### config.mk
export PLATFORM = sky130hd
export DESIGN_NAME = two_channel_bus_status_control
export DESIGN_NICKNAME = d
export VERILOG_FILES = /design/src/inc/two_channel_bus_pkg.sv /design/src/rtl/two_channel_bus_status_control.sv
export VERILOG_INCLUDE_DIRS = /design/src /design/src/inc
export SDC_FILE = /design/constraint.sdc
export NUM_CORES = 1
export LEC_CHECK = 0
export ABC_CLOCK_PERIOD_IN_PS = 3200
export BUFFER_PORTS_ARGS = -buffer_cell sky130_fd_sc_hd__clkbuf_2
export CORE_UTILIZATION = 40
export DETAILED_ROUTE_END_ITERATION = 8
export PLACE_DENSITY = 0.69
export SYNTH_ARGS = -nofsm -noshare
export SYNTH_HDL_FRONTEND = slang
export SYNTH_SLANG_ARGS = --single-unit
### constraint.sdc
create_clock -name clk -period 3.2 [get_ports clk]
set_input_delay 0.48 -clock clk [delete_from_list [all_inputs] [get_ports clk]]
set_output_delay 0.48 -clock clk [all_outputs]
set_load 0.005 [all_outputs]
### src/inc/two_channel_bus_status_control_consts.svh
`ifndef TWO_CHANNEL_BUS_STATUS_CONTROL_CONSTS_SVH
`define TWO_CHANNEL_BUS_STATUS_CONTROL_CONSTS_SVH

// register pointer values carried in the low three bits of a command byte
`define REG_CH0_DATA_HI   3'h0
`define REG_CH0_DATA_LO   3'h1
`define REG_CH1_DATA_HI   3'h2
`define REG_CH1_DATA_LO   3'h3
`define REG_STATUS        3'h4
`define REG_CH0_CTRL      3'h5
`define REG_CH1_CTRL      3'h6
`define REG_ENABLE        3'h7

// command byte: msb selects write
`define CMD_WRITE_BIT     7

// reset values
`define CTRL_RESET        8'h00
`define STATUS_RESET      8'h66

// bit time is this many input clock periods, shifted left by the divider code
`define BIT_BASE_PERIODS  5'h3
// idle gap is this many bit times, shifted left by the gap code
`define GAP_BASE_BITS     6'h4

// fifo depth and input synchroniser length
`define FIFO_DEPTH        4
`define SYNC_STAGES       3

`endif

### src/inc/two_channel_bus_pkg.sv
`default_nettype none
package two_channel_bus_pkg;

  // per-channel control byte, msb first
  typedef struct packed {
    logic       spare;        // stored, no effect
    logic       short_msg;    // 1: 8 data bits, 0: 16 data bits
    logic       tx_irq_en;    // tx empty drives the interrupt
    logic       rx_irq_en;    // rx not empty drives the interrupt
    logic [1:0] frame_gap;    // idle bit times between frames
    logic [1:0] bit_divider;  // input clock periods per bit time
  } ctrl_t;

  // per-channel status nibble, msb first
  typedef struct packed {
    logic crc_error;
    logic tx_empty;
    logic tx_not_full;
    logic rx_not_empty;
  } chan_flags_t;

  // serial slave phases
  typedef enum logic [1:0] {
    SPI_IDLE,
    SPI_COMMAND,
    SPI_BURST
  } spi_state_t;

endpackage
`default_nettype wire

### src/rtl/two_channel_bus_status_control.sv
// Behaviour
// - status snapshot taken at chip select fall
// - later changes hidden until next select
// - data snapshot too; status returned first
// - each rx entry keeps its crc error
// - crc error flag raises no interrupt
// - tx empty flag; four writes fit
// - writes into full tx fifo discarded
// - rx not empty before tx not full
// - rx not empty while rx fifo occupied
// - tx write also pops rx fifo
// - control write aborts transfer in progress
// - control applied at next bit tick
// - divider gives 3, 6, 12, 24 periods
// - gap of 4, 8, 16, 32 bits
// - gap counted in current bit times
// - rx not empty with enable drives interrupt
// - tx empty with enable drives interrupt
// - short message selects 8 data bits
// - interrupt held while any condition pends
// - control write clears both fifos
// - fresh gap timed after abort
`timescale 1ns/1ps
`include "two_channel_bus_status_control_consts.svh"
`default_nettype none

module two_channel_bus_status_control
  import two_channel_bus_pkg::*;
#(
  parameter int DEPTH = `FIFO_DEPTH
) (
  input  wire logic                clk,
  input  wire logic                rst_b,
  input  wire logic                spi_sck,
  input  wire logic                spi_mosi,
  input  wire logic                spi_cs_b,
  output var  logic                spi_miso,
  output var  logic                spi_miso_oe_b,
  output var  logic                irq_out,
  output var  logic                irq_oe_b,
  input  wire logic                bit_clk_in,
  input  wire logic [1:0]          frame_end,
  input  wire logic [1:0]          frame_crc_err,
  input  wire logic [1:0][15:0]    rx_head_data,
  output var  logic [1:0]          bit_tick,
  output var  logic [1:0]          transfer_abort,
  output var  logic [1:0]          frame_gap_ok,
  output var  ctrl_t [1:0]         active_ctrl,
  output var  logic [1:0]          fifo_clear,
  output var  logic [1:0]          tx_push,
  output var  logic [15:0]         tx_word
);

  localparam int CNT_W = $clog2(DEPTH + 1);
  localparam int PTR_W = (DEPTH > 1) ? $clog2(DEPTH) : 1;

  // majority of the last two synchroniser stages, else hold
  function automatic logic filt(input logic [2:0] s, input logic cur);
    filt = (s[1] == s[2]) ? s[2] : cur;
  endfunction

  // input clock periods per bit time
  function automatic logic [4:0] bit_periods(input logic [1:0] code);
    bit_periods = `BIT_BASE_PERIODS << code;
  endfunction

  // idle bit times between frames
  function automatic logic [5:0] gap_bits(input logic [1:0] code);
    gap_bits = `GAP_BASE_BITS << code;
  endfunction

  // next pointer around the error ring
  function automatic logic [PTR_W-1:0] ring_next(input logic [PTR_W-1:0] p);
    ring_next = (p == PTR_W'(DEPTH - 1)) ? '0 : p + PTR_W'(1);
  endfunction

  // ---- pin synchronisers, stage 0 feeds stage 1 only
  logic [`SYNC_STAGES-1:0] sck_sync_q, mosi_sync_q, csb_sync_q, bclk_sync_q;
  logic [`SYNC_STAGES-1:0] sck_sync_d, mosi_sync_d, csb_sync_d, bclk_sync_d;
  logic                    sck_f_q, mosi_f_q, csb_f_q, bclk_f_q;  // filtered levels
  logic                    sck_f_d, mosi_f_d, csb_f_d, bclk_f_d;
  logic                    sck_rise, sck_fall, cs_fall, bclk_rise;

  // ---- serial slave state
  spi_state_t       state_q, state_d;
  logic [2:0]       bitcnt_q, bitcnt_d;      // bits left in byte
  logic [7:0]       shin_q, shin_d;          // receive shifter
  logic [7:0]       shout_q, shout_d;        // transmit shifter
  logic             miso_q, miso_d;
  logic             oe_b_q, oe_b_d;
  logic             wr_q, wr_d;              // burst is a write
  logic             first_q, first_d;        // first read byte pending
  logic [2:0]       ptr_q, ptr_d;            // register pointer
  logic [7:0]       stat_snap_q, stat_snap_d;
  logic [7:0]       data_snap_q [4];
  logic [7:0]       data_snap_d [4];
  logic [7:0]       tx_hi_q [2];             // high byte held until low write
  logic [7:0]       tx_hi_d [2];
  logic [15:0]      tx_word_q, tx_word_d;
  logic [1:0]       tx_push_q, tx_push_d;
  logic [1:0]       abort_q, abort_d;
  logic [7:0]       spi_byte;                // byte completing this cycle
  logic [1:0]       host_push, host_pop, ctrl_done;

  // ---- channel state
  ctrl_t            ctrl_q [2];              // stored as written
  ctrl_t            ctrl_d [2];
  ctrl_t [1:0]      act_q, act_d;            // settings in force
  logic [1:0]       apply_q, apply_d;        // stored settings await a tick
  logic [CNT_W-1:0] tx_cnt_q [2];
  logic [CNT_W-1:0] tx_cnt_d [2];
  logic [CNT_W-1:0] rx_cnt_q [2];
  logic [CNT_W-1:0] rx_cnt_d [2];
  logic [PTR_W-1:0] rx_rp_q [2];
  logic [PTR_W-1:0] rx_rp_d [2];
  logic [PTR_W-1:0] rx_wp_q [2];
  logic [PTR_W-1:0] rx_wp_d [2];
  logic [DEPTH-1:0] rx_err_q [2];            // crc error per entry
  logic [DEPTH-1:0] rx_err_d [2];
  logic [1:0]       pop_pend_q, pop_pend_d;  // tx pop waits one tick
  logic [4:0]       div_cnt_q [2];
  logic [4:0]       div_cnt_d [2];
  logic [1:0]       tick_q, tick_d;
  logic [5:0]       gap_cnt_q [2];
  logic [5:0]       gap_cnt_d [2];
  logic [1:0]       gap_ok_q, gap_ok_d;
  logic [1:0]       clear_q, clear_d;
  logic             irq_oe_b_q, irq_oe_b_d;
  chan_flags_t      flags [2];
  logic [7:0]       status_now;

  // ---- synchronisers and edge detection
  always_comb begin
    sck_sync_d  = {sck_sync_q[1:0], spi_sck};
    mosi_sync_d = {mosi_sync_q[1:0], spi_mosi};
    csb_sync_d  = {csb_sync_q[1:0], spi_cs_b};
    bclk_sync_d = {bclk_sync_q[1:0], bit_clk_in};
    sck_f_d     = filt(sck_sync_q, sck_f_q);
    mosi_f_d    = filt(mosi_sync_q, mosi_f_q);
    csb_f_d     = filt(csb_sync_q, csb_f_q);
    bclk_f_d    = filt(bclk_sync_q, bclk_f_q);
    sck_rise    = sck_f_d & ~sck_f_q;
    sck_fall    = ~sck_f_d & sck_f_q;
    cs_fall     = ~csb_f_d & csb_f_q;
    bclk_rise   = bclk_f_d & ~bclk_f_q;
  end

  always_ff @(posedge clk or negedge rst_b) begin
    if (!rst_b) begin
      sck_sync_q  <= '0;
      mosi_sync_q <= '0;
      csb_sync_q  <= '1;
      bclk_sync_q <= '0;
      sck_f_q     <= 1'b0;
      mosi_f_q    <= 1'b0;
      csb_f_q     <= 1'b1;
      bclk_f_q    <= 1'b0;
    end else begin
      sck_sync_q  <= sck_sync_d;
      mosi_sync_q <= mosi_sync_d;
      csb_sync_q  <= csb_sync_d;
      bclk_sync_q <= bclk_sync_d;
      sck_f_q     <= sck_f_d;
      mosi_f_q    <= mosi_f_d;
      csb_f_q     <= csb_f_d;
      bclk_f_q    <= bclk_f_d;
    end
  end

  // ---- live status, channel 1 in the high nibble
  always_comb begin
    for (int ch = 0; ch < 2; ch++) begin
      flags[ch].rx_not_empty = (rx_cnt_q[ch] != '0);
      flags[ch].crc_error    = flags[ch].rx_not_empty & rx_err_q[ch][rx_rp_q[ch]];
      flags[ch].tx_empty     = (tx_cnt_q[ch] == '0);
      flags[ch].tx_not_full  = (tx_cnt_q[ch] != CNT_W'(DEPTH));
    end
    status_now = {flags[1], flags[0]};
  end

  // ---- serial slave: command, burst, snapshots and register side effects
  always_comb begin
    state_d     = state_q;
    bitcnt_d    = bitcnt_q;
    shin_d      = shin_q;
    shout_d     = shout_q;
    miso_d      = miso_q;
    oe_b_d      = oe_b_q;
    wr_d        = wr_q;
    first_d     = first_q;
    ptr_d       = ptr_q;
    stat_snap_d = stat_snap_q;
    data_snap_d = data_snap_q;
    tx_hi_d     = tx_hi_q;
    tx_word_d   = tx_word_q;
    tx_push_d   = '0;
    abort_d     = abort_q;
    host_push   = '0;
    host_pop    = '0;
    ctrl_done   = '0;
    spi_byte    = {shin_q[6:0], mosi_f_d};
    if (csb_f_d) begin
      // deselected: release the data pin, drop any abort
      state_d = SPI_IDLE;
      oe_b_d  = 1'b1;
      abort_d = '0;
    end else if (cs_fall) begin
      // freeze status and data for the whole burst
      state_d        = SPI_COMMAND;
      bitcnt_d       = 3'h7;
      stat_snap_d    = status_now;
      data_snap_d[0] = rx_head_data[0][15:8];
      data_snap_d[1] = rx_head_data[0][7:0];
      data_snap_d[2] = rx_head_data[1][15:8];
      data_snap_d[3] = rx_head_data[1][7:0];
      miso_d         = status_now[7];
      shout_d        = {status_now[6:0], 1'b0};
      oe_b_d         = 1'b0;
    end else if (sck_rise) begin
      shin_d   = spi_byte;
      bitcnt_d = bitcnt_q - 3'h1;
      // a control byte under way holds its channel in abort
      abort_d[0] = (state_q == SPI_BURST) & wr_q & (ptr_q == `REG_CH0_CTRL);
      abort_d[1] = (state_q == SPI_BURST) & wr_q & (ptr_q == `REG_CH1_CTRL);
      if (bitcnt_q == 3'h0) begin
        bitcnt_d = 3'h7;
        if (state_q == SPI_COMMAND) begin
          // command byte: direction and start pointer
          state_d = SPI_BURST;
          wr_d    = spi_byte[`CMD_WRITE_BIT];
          ptr_d   = spi_byte[2:0];
          first_d = ~spi_byte[`CMD_WRITE_BIT];
          shout_d = stat_snap_q;
        end else if (wr_q) begin
          // data byte written at the pointer
          ptr_d = ptr_q + 3'h1;
          unique case (ptr_q)
            `REG_CH0_DATA_HI, `REG_CH1_DATA_HI: begin
              tx_hi_d[ptr_q[1]] = spi_byte;
            end
            `REG_CH0_DATA_LO, `REG_CH1_DATA_LO: begin
              host_pop[ptr_q[1]] = 1'b1;
              if (flags[ptr_q[1]].tx_not_full) begin
                host_push[ptr_q[1]] = 1'b1;
                tx_push_d[ptr_q[1]] = 1'b1;
                tx_word_d           = {tx_hi_q[ptr_q[1]], spi_byte};
              end
            end
            `REG_CH0_CTRL: begin
              ctrl_done[0] = 1'b1;
            end
            `REG_CH1_CTRL: begin
              ctrl_done[1] = 1'b1;
            end
            default: begin
              // status and enable writes have no effect here
            end
          endcase
        end else if (first_q) begin
          // snapshot status went out, pointer still unread
          first_d = 1'b0;
          shout_d = 8'h00;
        end else begin
          // read byte went out from the pointer
          ptr_d = ptr_q + 3'h1;
          if (ptr_q == `REG_CH0_DATA_LO || ptr_q == `REG_CH1_DATA_LO) begin
            host_pop[ptr_q[1]] = 1'b1;
          end
        end
        // load the next read byte
        if (state_q == SPI_BURST && !wr_q) begin
          unique case (ptr_d)
            `REG_STATUS:   shout_d = stat_snap_q;
            `REG_CH0_CTRL: shout_d = ctrl_q[0];
            `REG_CH1_CTRL: shout_d = ctrl_q[1];
            `REG_ENABLE:   shout_d = 8'h00;
            default:       shout_d = data_snap_q[ptr_d[1:0]];
          endcase
        end
        // byte complete: any abort ends with it
        abort_d = '0;
      end
    end else if (sck_fall) begin
      // present the next bit ahead of the master's sampling edge
      miso_d  = shout_q[7];
      shout_d = {shout_q[6:0], 1'b0};
    end
  end

  always_ff @(posedge clk or negedge rst_b) begin
    if (!rst_b) begin
      state_q     <= SPI_IDLE;
      bitcnt_q    <= 3'h7;
      shin_q      <= 8'h00;
      shout_q     <= 8'h00;
      miso_q      <= 1'b0;
      oe_b_q      <= 1'b1;
      wr_q        <= 1'b0;
      first_q     <= 1'b0;
      ptr_q       <= 3'h0;
      stat_snap_q <= `STATUS_RESET;
      data_snap_q <= '{default: 8'h00};
      tx_hi_q     <= '{default: 8'h00};
      tx_word_q   <= 16'h0000;
      tx_push_q   <= '0;
      abort_q     <= '0;
    end else begin
      state_q     <= state_d;
      bitcnt_q    <= bitcnt_d;
      shin_q      <= shin_d;
      shout_q     <= shout_d;
      miso_q      <= miso_d;
      oe_b_q      <= oe_b_d;
      wr_q        <= wr_d;
      first_q     <= first_d;
      ptr_q       <= ptr_d;
      stat_snap_q <= stat_snap_d;
      data_snap_q <= data_snap_d;
      tx_hi_q     <= tx_hi_d;
      tx_word_q   <= tx_word_d;
      tx_push_q   <= tx_push_d;
      abort_q     <= abort_d;
    end
  end

  // ---- channels: bit timing, gap, fifo occupancy, control apply
  always_comb begin
    ctrl_d     = ctrl_q;
    act_d      = act_q;
    apply_d    = apply_q;
    tx_cnt_d   = tx_cnt_q;
    rx_cnt_d   = rx_cnt_q;
    rx_rp_d    = rx_rp_q;
    rx_wp_d    = rx_wp_q;
    rx_err_d   = rx_err_q;
    pop_pend_d = pop_pend_q;
    div_cnt_d  = div_cnt_q;
    gap_cnt_d  = gap_cnt_q;
    tick_d     = '0;
    clear_d    = '0;
    irq_oe_b_d = 1'b1;
    for (int ch = 0; ch < 2; ch++) begin
      // bit time from input clock rising edges
      if (bclk_rise) begin
        if (div_cnt_q[ch] >= bit_periods(act_q[ch].bit_divider) - 5'h1) begin
          div_cnt_d[ch] = 5'h00;
          tick_d[ch]    = 1'b1;
        end else begin
          div_cnt_d[ch] = div_cnt_q[ch] + 5'h01;
        end
      end
      if (ctrl_done[ch]) begin
        // control written: store, empty both fifos, restart the gap later
        ctrl_d[ch]     = spi_byte;
        apply_d[ch]    = 1'b1;
        clear_d[ch]    = 1'b1;
        tx_cnt_d[ch]   = '0;
        rx_cnt_d[ch]   = '0;
        rx_rp_d[ch]    = '0;
        rx_wp_d[ch]    = '0;
        rx_err_d[ch]   = '0;
        pop_pend_d[ch] = 1'b0;
      end else begin
        // tx pop deferred from frame end to the following tick
        if (tick_q[ch] && pop_pend_q[ch]) begin
          pop_pend_d[ch] = 1'b0;
          tx_cnt_d[ch]   = tx_cnt_d[ch] - CNT_W'(1);
        end
        if (host_push[ch]) begin
          tx_cnt_d[ch] = tx_cnt_d[ch] + CNT_W'(1);
        end
        // host pop only takes a present entry; error follows the new head
        if (host_pop[ch] && rx_cnt_q[ch] != '0) begin
          rx_rp_d[ch]  = ring_next(rx_rp_q[ch]);
          rx_cnt_d[ch] = rx_cnt_d[ch] - CNT_W'(1);
        end
        if (tick_q[ch] && apply_q[ch]) begin
          // new settings take hold; a fresh full gap follows
          act_d[ch]     = ctrl_q[ch];
          apply_d[ch]   = 1'b0;
          gap_cnt_d[ch] = gap_bits(ctrl_q[ch].frame_gap);
        end else if (tick_q[ch] && gap_cnt_q[ch] != 6'h00) begin
          gap_cnt_d[ch] = gap_cnt_q[ch] - 6'h01;
        end
        if (frame_end[ch] && !abort_q[ch]) begin
          // rx entry lands now, tx slot frees one tick later
          if (rx_cnt_q[ch] != CNT_W'(DEPTH)) begin
            rx_err_d[ch][rx_wp_q[ch]] = frame_crc_err[ch];
            rx_wp_d[ch]  = ring_next(rx_wp_q[ch]);
            rx_cnt_d[ch] = rx_cnt_d[ch] + CNT_W'(1);
          end
          pop_pend_d[ch] = (tx_cnt_q[ch] != '0);
          gap_cnt_d[ch]  = gap_bits(act_q[ch].frame_gap);
        end
      end
      gap_ok_d[ch] = (gap_cnt_d[ch] == 6'h00) & ~apply_d[ch] & ~abort_d[ch];
      // crc error has no interrupt source of its own
      if ((act_q[ch].rx_irq_en && flags[ch].rx_not_empty) ||
          (act_q[ch].tx_irq_en && flags[ch].tx_empty)) begin
        irq_oe_b_d = 1'b0;
      end
    end
  end

  always_ff @(posedge clk or negedge rst_b) begin
    if (!rst_b) begin
      ctrl_q     <= '{default: `CTRL_RESET};
      act_q      <= {`CTRL_RESET, `CTRL_RESET};
      apply_q    <= '0;
      tx_cnt_q   <= '{default: '0};
      rx_cnt_q   <= '{default: '0};
      rx_rp_q    <= '{default: '0};
      rx_wp_q    <= '{default: '0};
      rx_err_q   <= '{default: '0};
      pop_pend_q <= '0;
      div_cnt_q  <= '{default: 5'h00};
      gap_cnt_q  <= '{default: 6'h00};
      tick_q     <= '0;
      gap_ok_q   <= '0;
      clear_q    <= '0;
      irq_oe_b_q <= 1'b1;
    end else begin
      ctrl_q     <= ctrl_d;
      act_q      <= act_d;
      apply_q    <= apply_d;
      tx_cnt_q   <= tx_cnt_d;
      rx_cnt_q   <= rx_cnt_d;
      rx_rp_q    <= rx_rp_d;
      rx_wp_q    <= rx_wp_d;
      rx_err_q   <= rx_err_d;
      pop_pend_q <= pop_pend_d;
      div_cnt_q  <= div_cnt_d;
      gap_cnt_q  <= gap_cnt_d;
      tick_q     <= tick_d;
      gap_ok_q   <= gap_ok_d;
      clear_q    <= clear_d;
      irq_oe_b_q <= irq_oe_b_d;
    end
  end

  // ---- outputs, all from flip-flops except irq_out, which is held at 0
  assign spi_miso       = miso_q;
  assign spi_miso_oe_b  = oe_b_q;
  assign irq_out        = 1'b0 & irq_oe_b_q;  // open drain only ever pulls low
  assign irq_oe_b       = irq_oe_b_q;
  assign bit_tick       = tick_q;
  assign transfer_abort = abort_q;
  assign frame_gap_ok   = gap_ok_q;
  assign active_ctrl    = act_q;
  assign fifo_clear     = clear_q;
  assign tx_push        = tx_push_q;
  assign tx_word        = tx_word_q;

endmodule

`default_nettype wire

==> metrics.txt, run 1 <==
status=complete, no violations; fraction of layout cells with a size suffix above 1=0.217; Hold Crit Start=spi_cs_b; hold depth=1; Pins Over Slew Limit=0; buffer depth of the longest clock path=3; max-capacitance violation count=0; initial detailed-routing violation count=between 600 and 700; post-synthesis sequential area ratio=0.505; Detailed Place HPWL=17300 µm; Syn Nets=~1200; dominant cell type by area after synthesis=dfrtp_1; # IOs=88; synth top area cells=dfrtp_1, nand2_1, ha_1, mux2_2, dfstp_2; Routed Antenna Nets=0; TritonRoute pass-1 iters=5; Slew HR=0.458; Worst EP arrival=3.58 ns; Crit. Startpoint=sck_f_q$_DFF_PN0_; H-tree levels=1; RR Startpoint=sck_f_q$_DFF_PN0_; RD Place Congestion=0.896; die width=around 160 µm; Non-Filler Instances=between 1500 and 2000; die height=164 µm; CP max stage cell=or4_4; post-synth top area share=0.473; DR WL/cell=16.3 µm; met3 wire len=1580 µm; RSZ-0062 raised after global routing=yes; R2R depth=12; data required time of the worst path=3.63 ns; # port buffers=86; latest clock arrival within the worst-skew pair=0.51 ns; Max FO, Critical Path=5; WL met1=11600 µm; Root Buffer=clkbuf_16; Synth Flop Type=dfrtp_1; Buf/Inv on CP=0; cell class contributing the biggest share of worst-path delay=simple AND/OR/NAND/NOR gates; Worst setup SP type=flip-flop; CTS tree=done; final WL=24800 µm; clock skew=roughly 0.011 ns; total CTS buffers=24; Layout Area Growth over Synthesis=18.2%; # clock sinks=approximately 210; PD cells=702 nW/µm²; Residual DRC=0; Setup Crit Path Kind=reg -> reg; Async SR Flop Fraction=1.00; Synth Register Bits=212; clock-pin slew on the worst setup and hold paths=0.06 ns; Avg Inst Size Synth=9.88 µm²; DP Worst Slack=-0.196 ns; Final period util=0.982; crit path cell chain=a21o_1, o21a_1, ha_4, nand3_4, or4_4, or4_4, mux2i_4, ha_1, nand2_1, xnor2_1, or3_1, a21oi_1; vias in the first global route=7856; DR vias/cell=5.33; reg2reg setup slack=0.06 ns; P_leak=6.08 nW; vias=8115; RR Endpoint=rx_cnt_q[5]$_DFF_PN0_; CP most frequent cell=or4_4; synth cell count leaders=nand2_1, dfrtp_1, nor2_1; Core ar.=26000 µm²; Synth warnings=0; Worst Setup End Kind=flip-flop; final net count=1256; Post-synth EDFFs=0; final worst setup slack=0.0576 ns; post-CTS setup buffer count=0; FMAX=318 MHz; global route overflow=0; fin crit period=3.14 ns; CP max stage delay=0.57 ns; Peak VDD IR=0.000480 V; Hold Vio Cnt, Final=0; Setup-failing EPs final=0; type of the worst min-delay path=in -> reg; first-pass GRT wire length=40700 µm; Worst-Margin Slew=between 0.8 and 0.9 ns; Gate Count Post-Synth=around 1100; initial antenna violation count=0; Starting Density=0.406; final core occ=0.479; GRT Util Overall=0.189; largest net degree at the start of global routing=just under 90; Inst Count DP=1477; most frequent cell after synthesis=nand2_1; top layer in use=met4; antenna cells=0; met2 WL=10900 µm; Worst Hold End=csb_sync_q[0]$_DFF_PN1_; synthesized area=10500 µm²; full die area=27000 µm²; Netlist cell types=76; num rows=59
[worst register-to-register path, cell delays in order, from the launching register on]
cell	delay [ns]
dfrtp_1	0.39
a21o_1	0.13
o21a_1	0.18
ha_4	0.18
nand3_4	0.06
or4_4	0.55
or4_4	0.57
mux2i_4	0.22
ha_1	0.20
nand2_1	0.07
xnor2_1	0.07
or3_1	0.31
a21oi_1	0.14
[report_power, final]
group / switching [mW] / total (mW) / internal (mW)
sequential: 0.417 / 3.55 / 3.13
combinational: 1.20 / 2.20 / 0.992
clock: 1.08 / 3.00 / 1.92
total: 2.70 / 8.74 / 6.04
[kinds of logic after synthesis]
group           Yosys count  synth area share
mux                      85            0.0894
flops                   212             0.505
fa+ha+maj                47            0.0553
simple gates            406             0.175
xor+xnor                 15            0.0132
buf+inv                  96            0.0368
other cells               1          0.000356
compound gates          205             0.124
[cells in the final DEF, fill, tap and decap left out, drive strengths merged, types with 11 or more instances in the layout]
master / count
dfrtp: 199
nand2b: 18
buf: 40
o31ai: 11
clkbuf: 118
nand3: 19
dfstp: 13
nor2: 71
a21oi: 53
o21ai: 54
nand2: 220
mux2: 50
nor3: 14
inv: 46
ha: 45
nor2b: 18
xnor2: 15
mux2i: 33
[metal layers]
metal,up-vias,GRT usage
li1,3901,-
met2,255,0.291
met4,0,0.0539
met1,3911,0.271
met5,-,0
met3,48,0.0343
[metrics by stage]
step / power [mW] / TNS [ns] / hold WS [ns] / cell area (µm²)
2_1_floorplan: 5.00 / 0 / 0.184 / 10500
3_3_place_gp: 5.66 / -0.0830 / 0.335 / 11500
4_1_cts: 8.79 / 0 / 0.0448 / 12400
6_report: 8.74 / 0 / 0.0628 / 12500
3_5_place_dp: 5.73 / -0.196 / 0.339 / 11500
5_1_grt: 9.27 / -0.0710 / 0.0391 / 12500
[how the worst max path moves through the flow]
stage | cells after the start | slack (ns) | end
after floorplan | 14 | 0.01 | rx_cnt_q[5]$_DFF_PN0_
after global routing | 12 | -0.07 | rx_cnt_q[5]$_DFF_PN0_
after CTS | 12 | 0.002 | rx_cnt_q[5]$_DFF_PN0_
after global placement | 12 | -0.08 | rx_cnt_q[5]$_DFF_PN0_
after detailed placement | 12 | -0.20 | rx_cnt_q[5]$_DFF_PN0_
final | 12 | 0.06 | rx_cnt_q[5]$_DFF_PN0_
[area by class of cell]
class	instances	area, µm²
flip-flops and latches	212	5320
fillers	2413	13500
repair buffers	126	768
multi-input cells	759	4900
clock buffers	33	696
inverters	46	173
clock inverters	11	185
well taps	335	419
[registers in the layout (all words and copies together) (netlist names), 10 cells and up]
register / count
data_snap_q: 32
active_ctrl: 16
ctrl_q: 16
tx_hi_q: 16
tx_word: 16
gap_cnt_q: 12
div_cnt_q: 10
[repair_timing]
action,CTS,global route
pin swaps,1,1
gates resized for setup,5,5
endpoints found under the hold margin,61,0
endpoints found under the setup margin,1,3
hold buffers,1,0
Power figures use the tool's default switching activity.
==> run 2: changes to the inputs <==
- ABC_CLOCK_PERIOD_IN_PS: 3200 -> 2600
- CORE_MARGIN: unset -> 1
- clock period: 3.2 -> 2.6 ns (I/O delays scaled with it)
==> run 2 against run 1 <==
Net effect:
- the run now ends with negative setup slack left
- via count grew 4.7%
- first-iteration DRC count grew 19%
- sequential share of layout area shrank 3.4 points
- critical endpoint unchanged
==> metrics.txt, run 2 (same netlist as run 1, synthesis figures left out) <==
buffer depth of the longest clock path=3 (unchanged); Crit. Startpoint=sck_sync_q[1]$_DFF_PN0_ (was sck_f_q$_DFF_PN0_); clock skew=0.0259 ns (was 0.0113 ns); Hold Crit Start=rx_head_data[8] (was spi_cs_b); DP Worst Slack=-0.717 ns (was -0.196 ns); Worst Setup End Kind=flip-flop (unchanged); Pins Over Slew Limit=0 (unchanged); total CTS buffers=24 (unchanged); Hold Vio Cnt, Final=0 (unchanged); full die area=27000 µm² (unchanged); multi-input logic area=5290 µm² (was 4900 µm²); # clock sinks=212 (unchanged); initial detailed-routing violation count=768 (was 643); P_leak=6.57 nW (was 6.08 nW); # port buffers=86 (unchanged); Largest register FFs=32 (unchanged); vias in the first global route=8119 (was 7856); num rows=59 (unchanged); CTS tree=done (unchanged); RR Endpoint=rx_cnt_q[5]$_DFF_PN0_ (unchanged); worst setup path end=rx_cnt_q[5]$_DFF_PN0_ (unchanged); final net count=1329 (was 1256); RR Startpoint=sck_sync_q[1]$_DFF_PN0_ (was sck_f_q$_DFF_PN0_); antenna cells=0 (unchanged); latest clock arrival within the worst-skew pair=0.52 ns (was 0.51 ns); max-capacitance violation count=0 (unchanged); die height=164 µm (unchanged); Largest Register=data_snap_q (unchanged); Root Buffer=clkbuf_16 (unchanged); Fillers=2293 (was 2413); RSZ-0062 raised after global routing=yes (unchanged); failing checks=negative setup slack; R2R depth=12 (unchanged); GRT Util Overall=0.195 (was 0.189); final core occ=0.521 (was 0.479); H-tree levels=1 (unchanged); final worst setup slack=-0.450 ns (was 0.0576 ns); Inst Count DP=1524 (was 1477); Peak VDD IR=0.000496 V (was 0.000480 V); Worst-Margin Slew=0.740 ns (was 0.813 ns); Worst EP arrival=3.50 ns (was 3.58 ns); design area=13500 µm² (was 12500 µm²); Starting Density=0.406 (unchanged); Detailed Place HPWL=18200 µm (was 17300 µm); largest net degree at the start of global routing=76 (was 87); commonest non-fill, non-tap cell in the layout=nand2_1 (unchanged); TritonRoute pass-1 iters=6 (was 5); Routed Antenna Nets=0 (unchanged); initial antenna violation count=0 (unchanged); Residual DRC=0 (unchanged); RD Place Congestion=0.903 (was 0.896); type of the worst min-delay path=in -> reg (unchanged); vias=8500 (was 8115); PD cells=817 nW/µm² (was 702 nW/µm²); Setup Crit Path Kind=reg -> reg (unchanged); Core ar.=26000 µm² (unchanged); # IOs=88 (unchanged); Setup-failing EPs final=55 (was 0); die width=164 µm (unchanged); status=finished with violations (was complete, no violations); final WL=26300 µm (was 24800 µm); Non-Filler Instances=1595 (was 1522); Layout Area Growth over Synthesis=28.4% (was 18.2%); data required time of the worst path=3.05 ns (was 3.63 ns); fraction of layout cells with a size suffix above 1=0.294 (was 0.217); most frequent cells in the layout=nand2_1, dfrtp_1, clkbuf_2 (unchanged); fin crit period=3.05 ns (was 3.14 ns); clock-pin slew on the worst setup and hold paths=0.07 ns (was 0.06 ns); DR vias/cell=5.33 (about the same); DR WL/cell=16.5 µm (was 16.3 µm); Sequential cell area=5320 µm² (unchanged); Slew HR=0.501 (was 0.458); Worst setup SP type=flip-flop (unchanged); reg2reg setup slack=-0.45 ns (was 0.06 ns); area of placed instances=11900 µm² (was 11500 µm²); Max FO, Critical Path=4 (was 5); global route overflow=0 (unchanged); FMAX=328 MHz (was 318 MHz); Final period util=1.17 (was 0.982); first-pass GRT wire length=42100 µm (was 40700 µm)
## run 2: cell count changes in the layout (fill, tap and decap cells not counted), sizes merged
cell,change
dlygate4sd3,+4
inv,+1
clkinvlp,+3
clkinv,-2
buf,+69
bufinv,-2
## run 2: per-stage QoR
step	total power, mW	TNS (ns)	hold slack [ns]
3_5_place_dp	7.27	-20.85	0.337
5_1_grt	11.7	-16.98	0.0697
2_1_floorplan	6.18	-2.22	0.0944
6_report	11.0	-9.08	0.0727
4_1_cts	11.0	-13.31	0.0547
3_3_place_gp	7.18	-13.73	0.334
## run 2: worst min path at each step
| stage | end | slack (ns) | cells after the start |
|---|---|---|---|
| after floorplan | active_ctrl[0]$_DFFE_PN0P_ | 0.09 | 0 |
| after detailed placement | bclk_sync_q[1]$_DFF_PN0_ | 0.34 | 0 |
| after global placement | bclk_sync_q[1]$_DFF_PN0_ | 0.33 | 0 |
| after CTS | data_snap_q[24]$_DFFE_PN0P_ | 0.05 | 3 |
| final | data_snap_q[24]$_DFFE_PN0P_ | 0.07 | 3 |
| after global routing | data_snap_q[20]$_DFFE_PN0P_ | 0.07 | 3 |
## run 2: area by class of cell
| cell class | count | share of cell area |
|---|---|---|
| clock buffer | 33 | 0.0514 |
| clock inverter | 11 | 0.0108 |
| inverter | 46 | 0.0128 |
| multi-input combinational | 759 | 0.391 |
| sequential | 212 | 0.393 |
| tap | 335 | 0.0310 |
| timing repair buffer | 199 | 0.110 |
## run 2: what timing repair did
item                                   in CTS  in global routing
endpoints found under the hold margin      73                  0
setup endpoints to repair                  86                100
cloned                                      3                  0
buffers inserted                           12                 14
hold buffers                                5                  0
pin swaps                                  10                 22
resized for setup                          69                 72
## run 2: metal layers
metal / track usage / share of wire / vias to the layer above
li1: - / - / 4047
met1: 0.280 / 0.46 / 4119
met2: 0.306 / 0.46 / 286
met3: 0.0318 / 0.061 / 48
met4: 0.0488 / 0.021 / 0
met5: 0 / 0 / -
## run 2: worst max-delay path: stages, from the launching register on
cell	delay [ns]
dfrtp_1	0.37
a21o_1	0.13
o21a_1	0.18
ha_4	0.17
nand3_4	0.07
or4_4	0.54
or4_4	0.52
xnor2_4	0.23
ha_4	0.17
nand2_2	0.05
xnor2_1	0.13
or3_1	0.30
a21oi_1	0.15
## run 2: where the power goes
part           switching, mW  internal (mW)  leakage [nW]  total (mW)
sequential             0.521           3.85          2.75        4.37
clock                   1.39           2.18         0.397        3.57
combinational           1.64           1.47          3.43        3.11
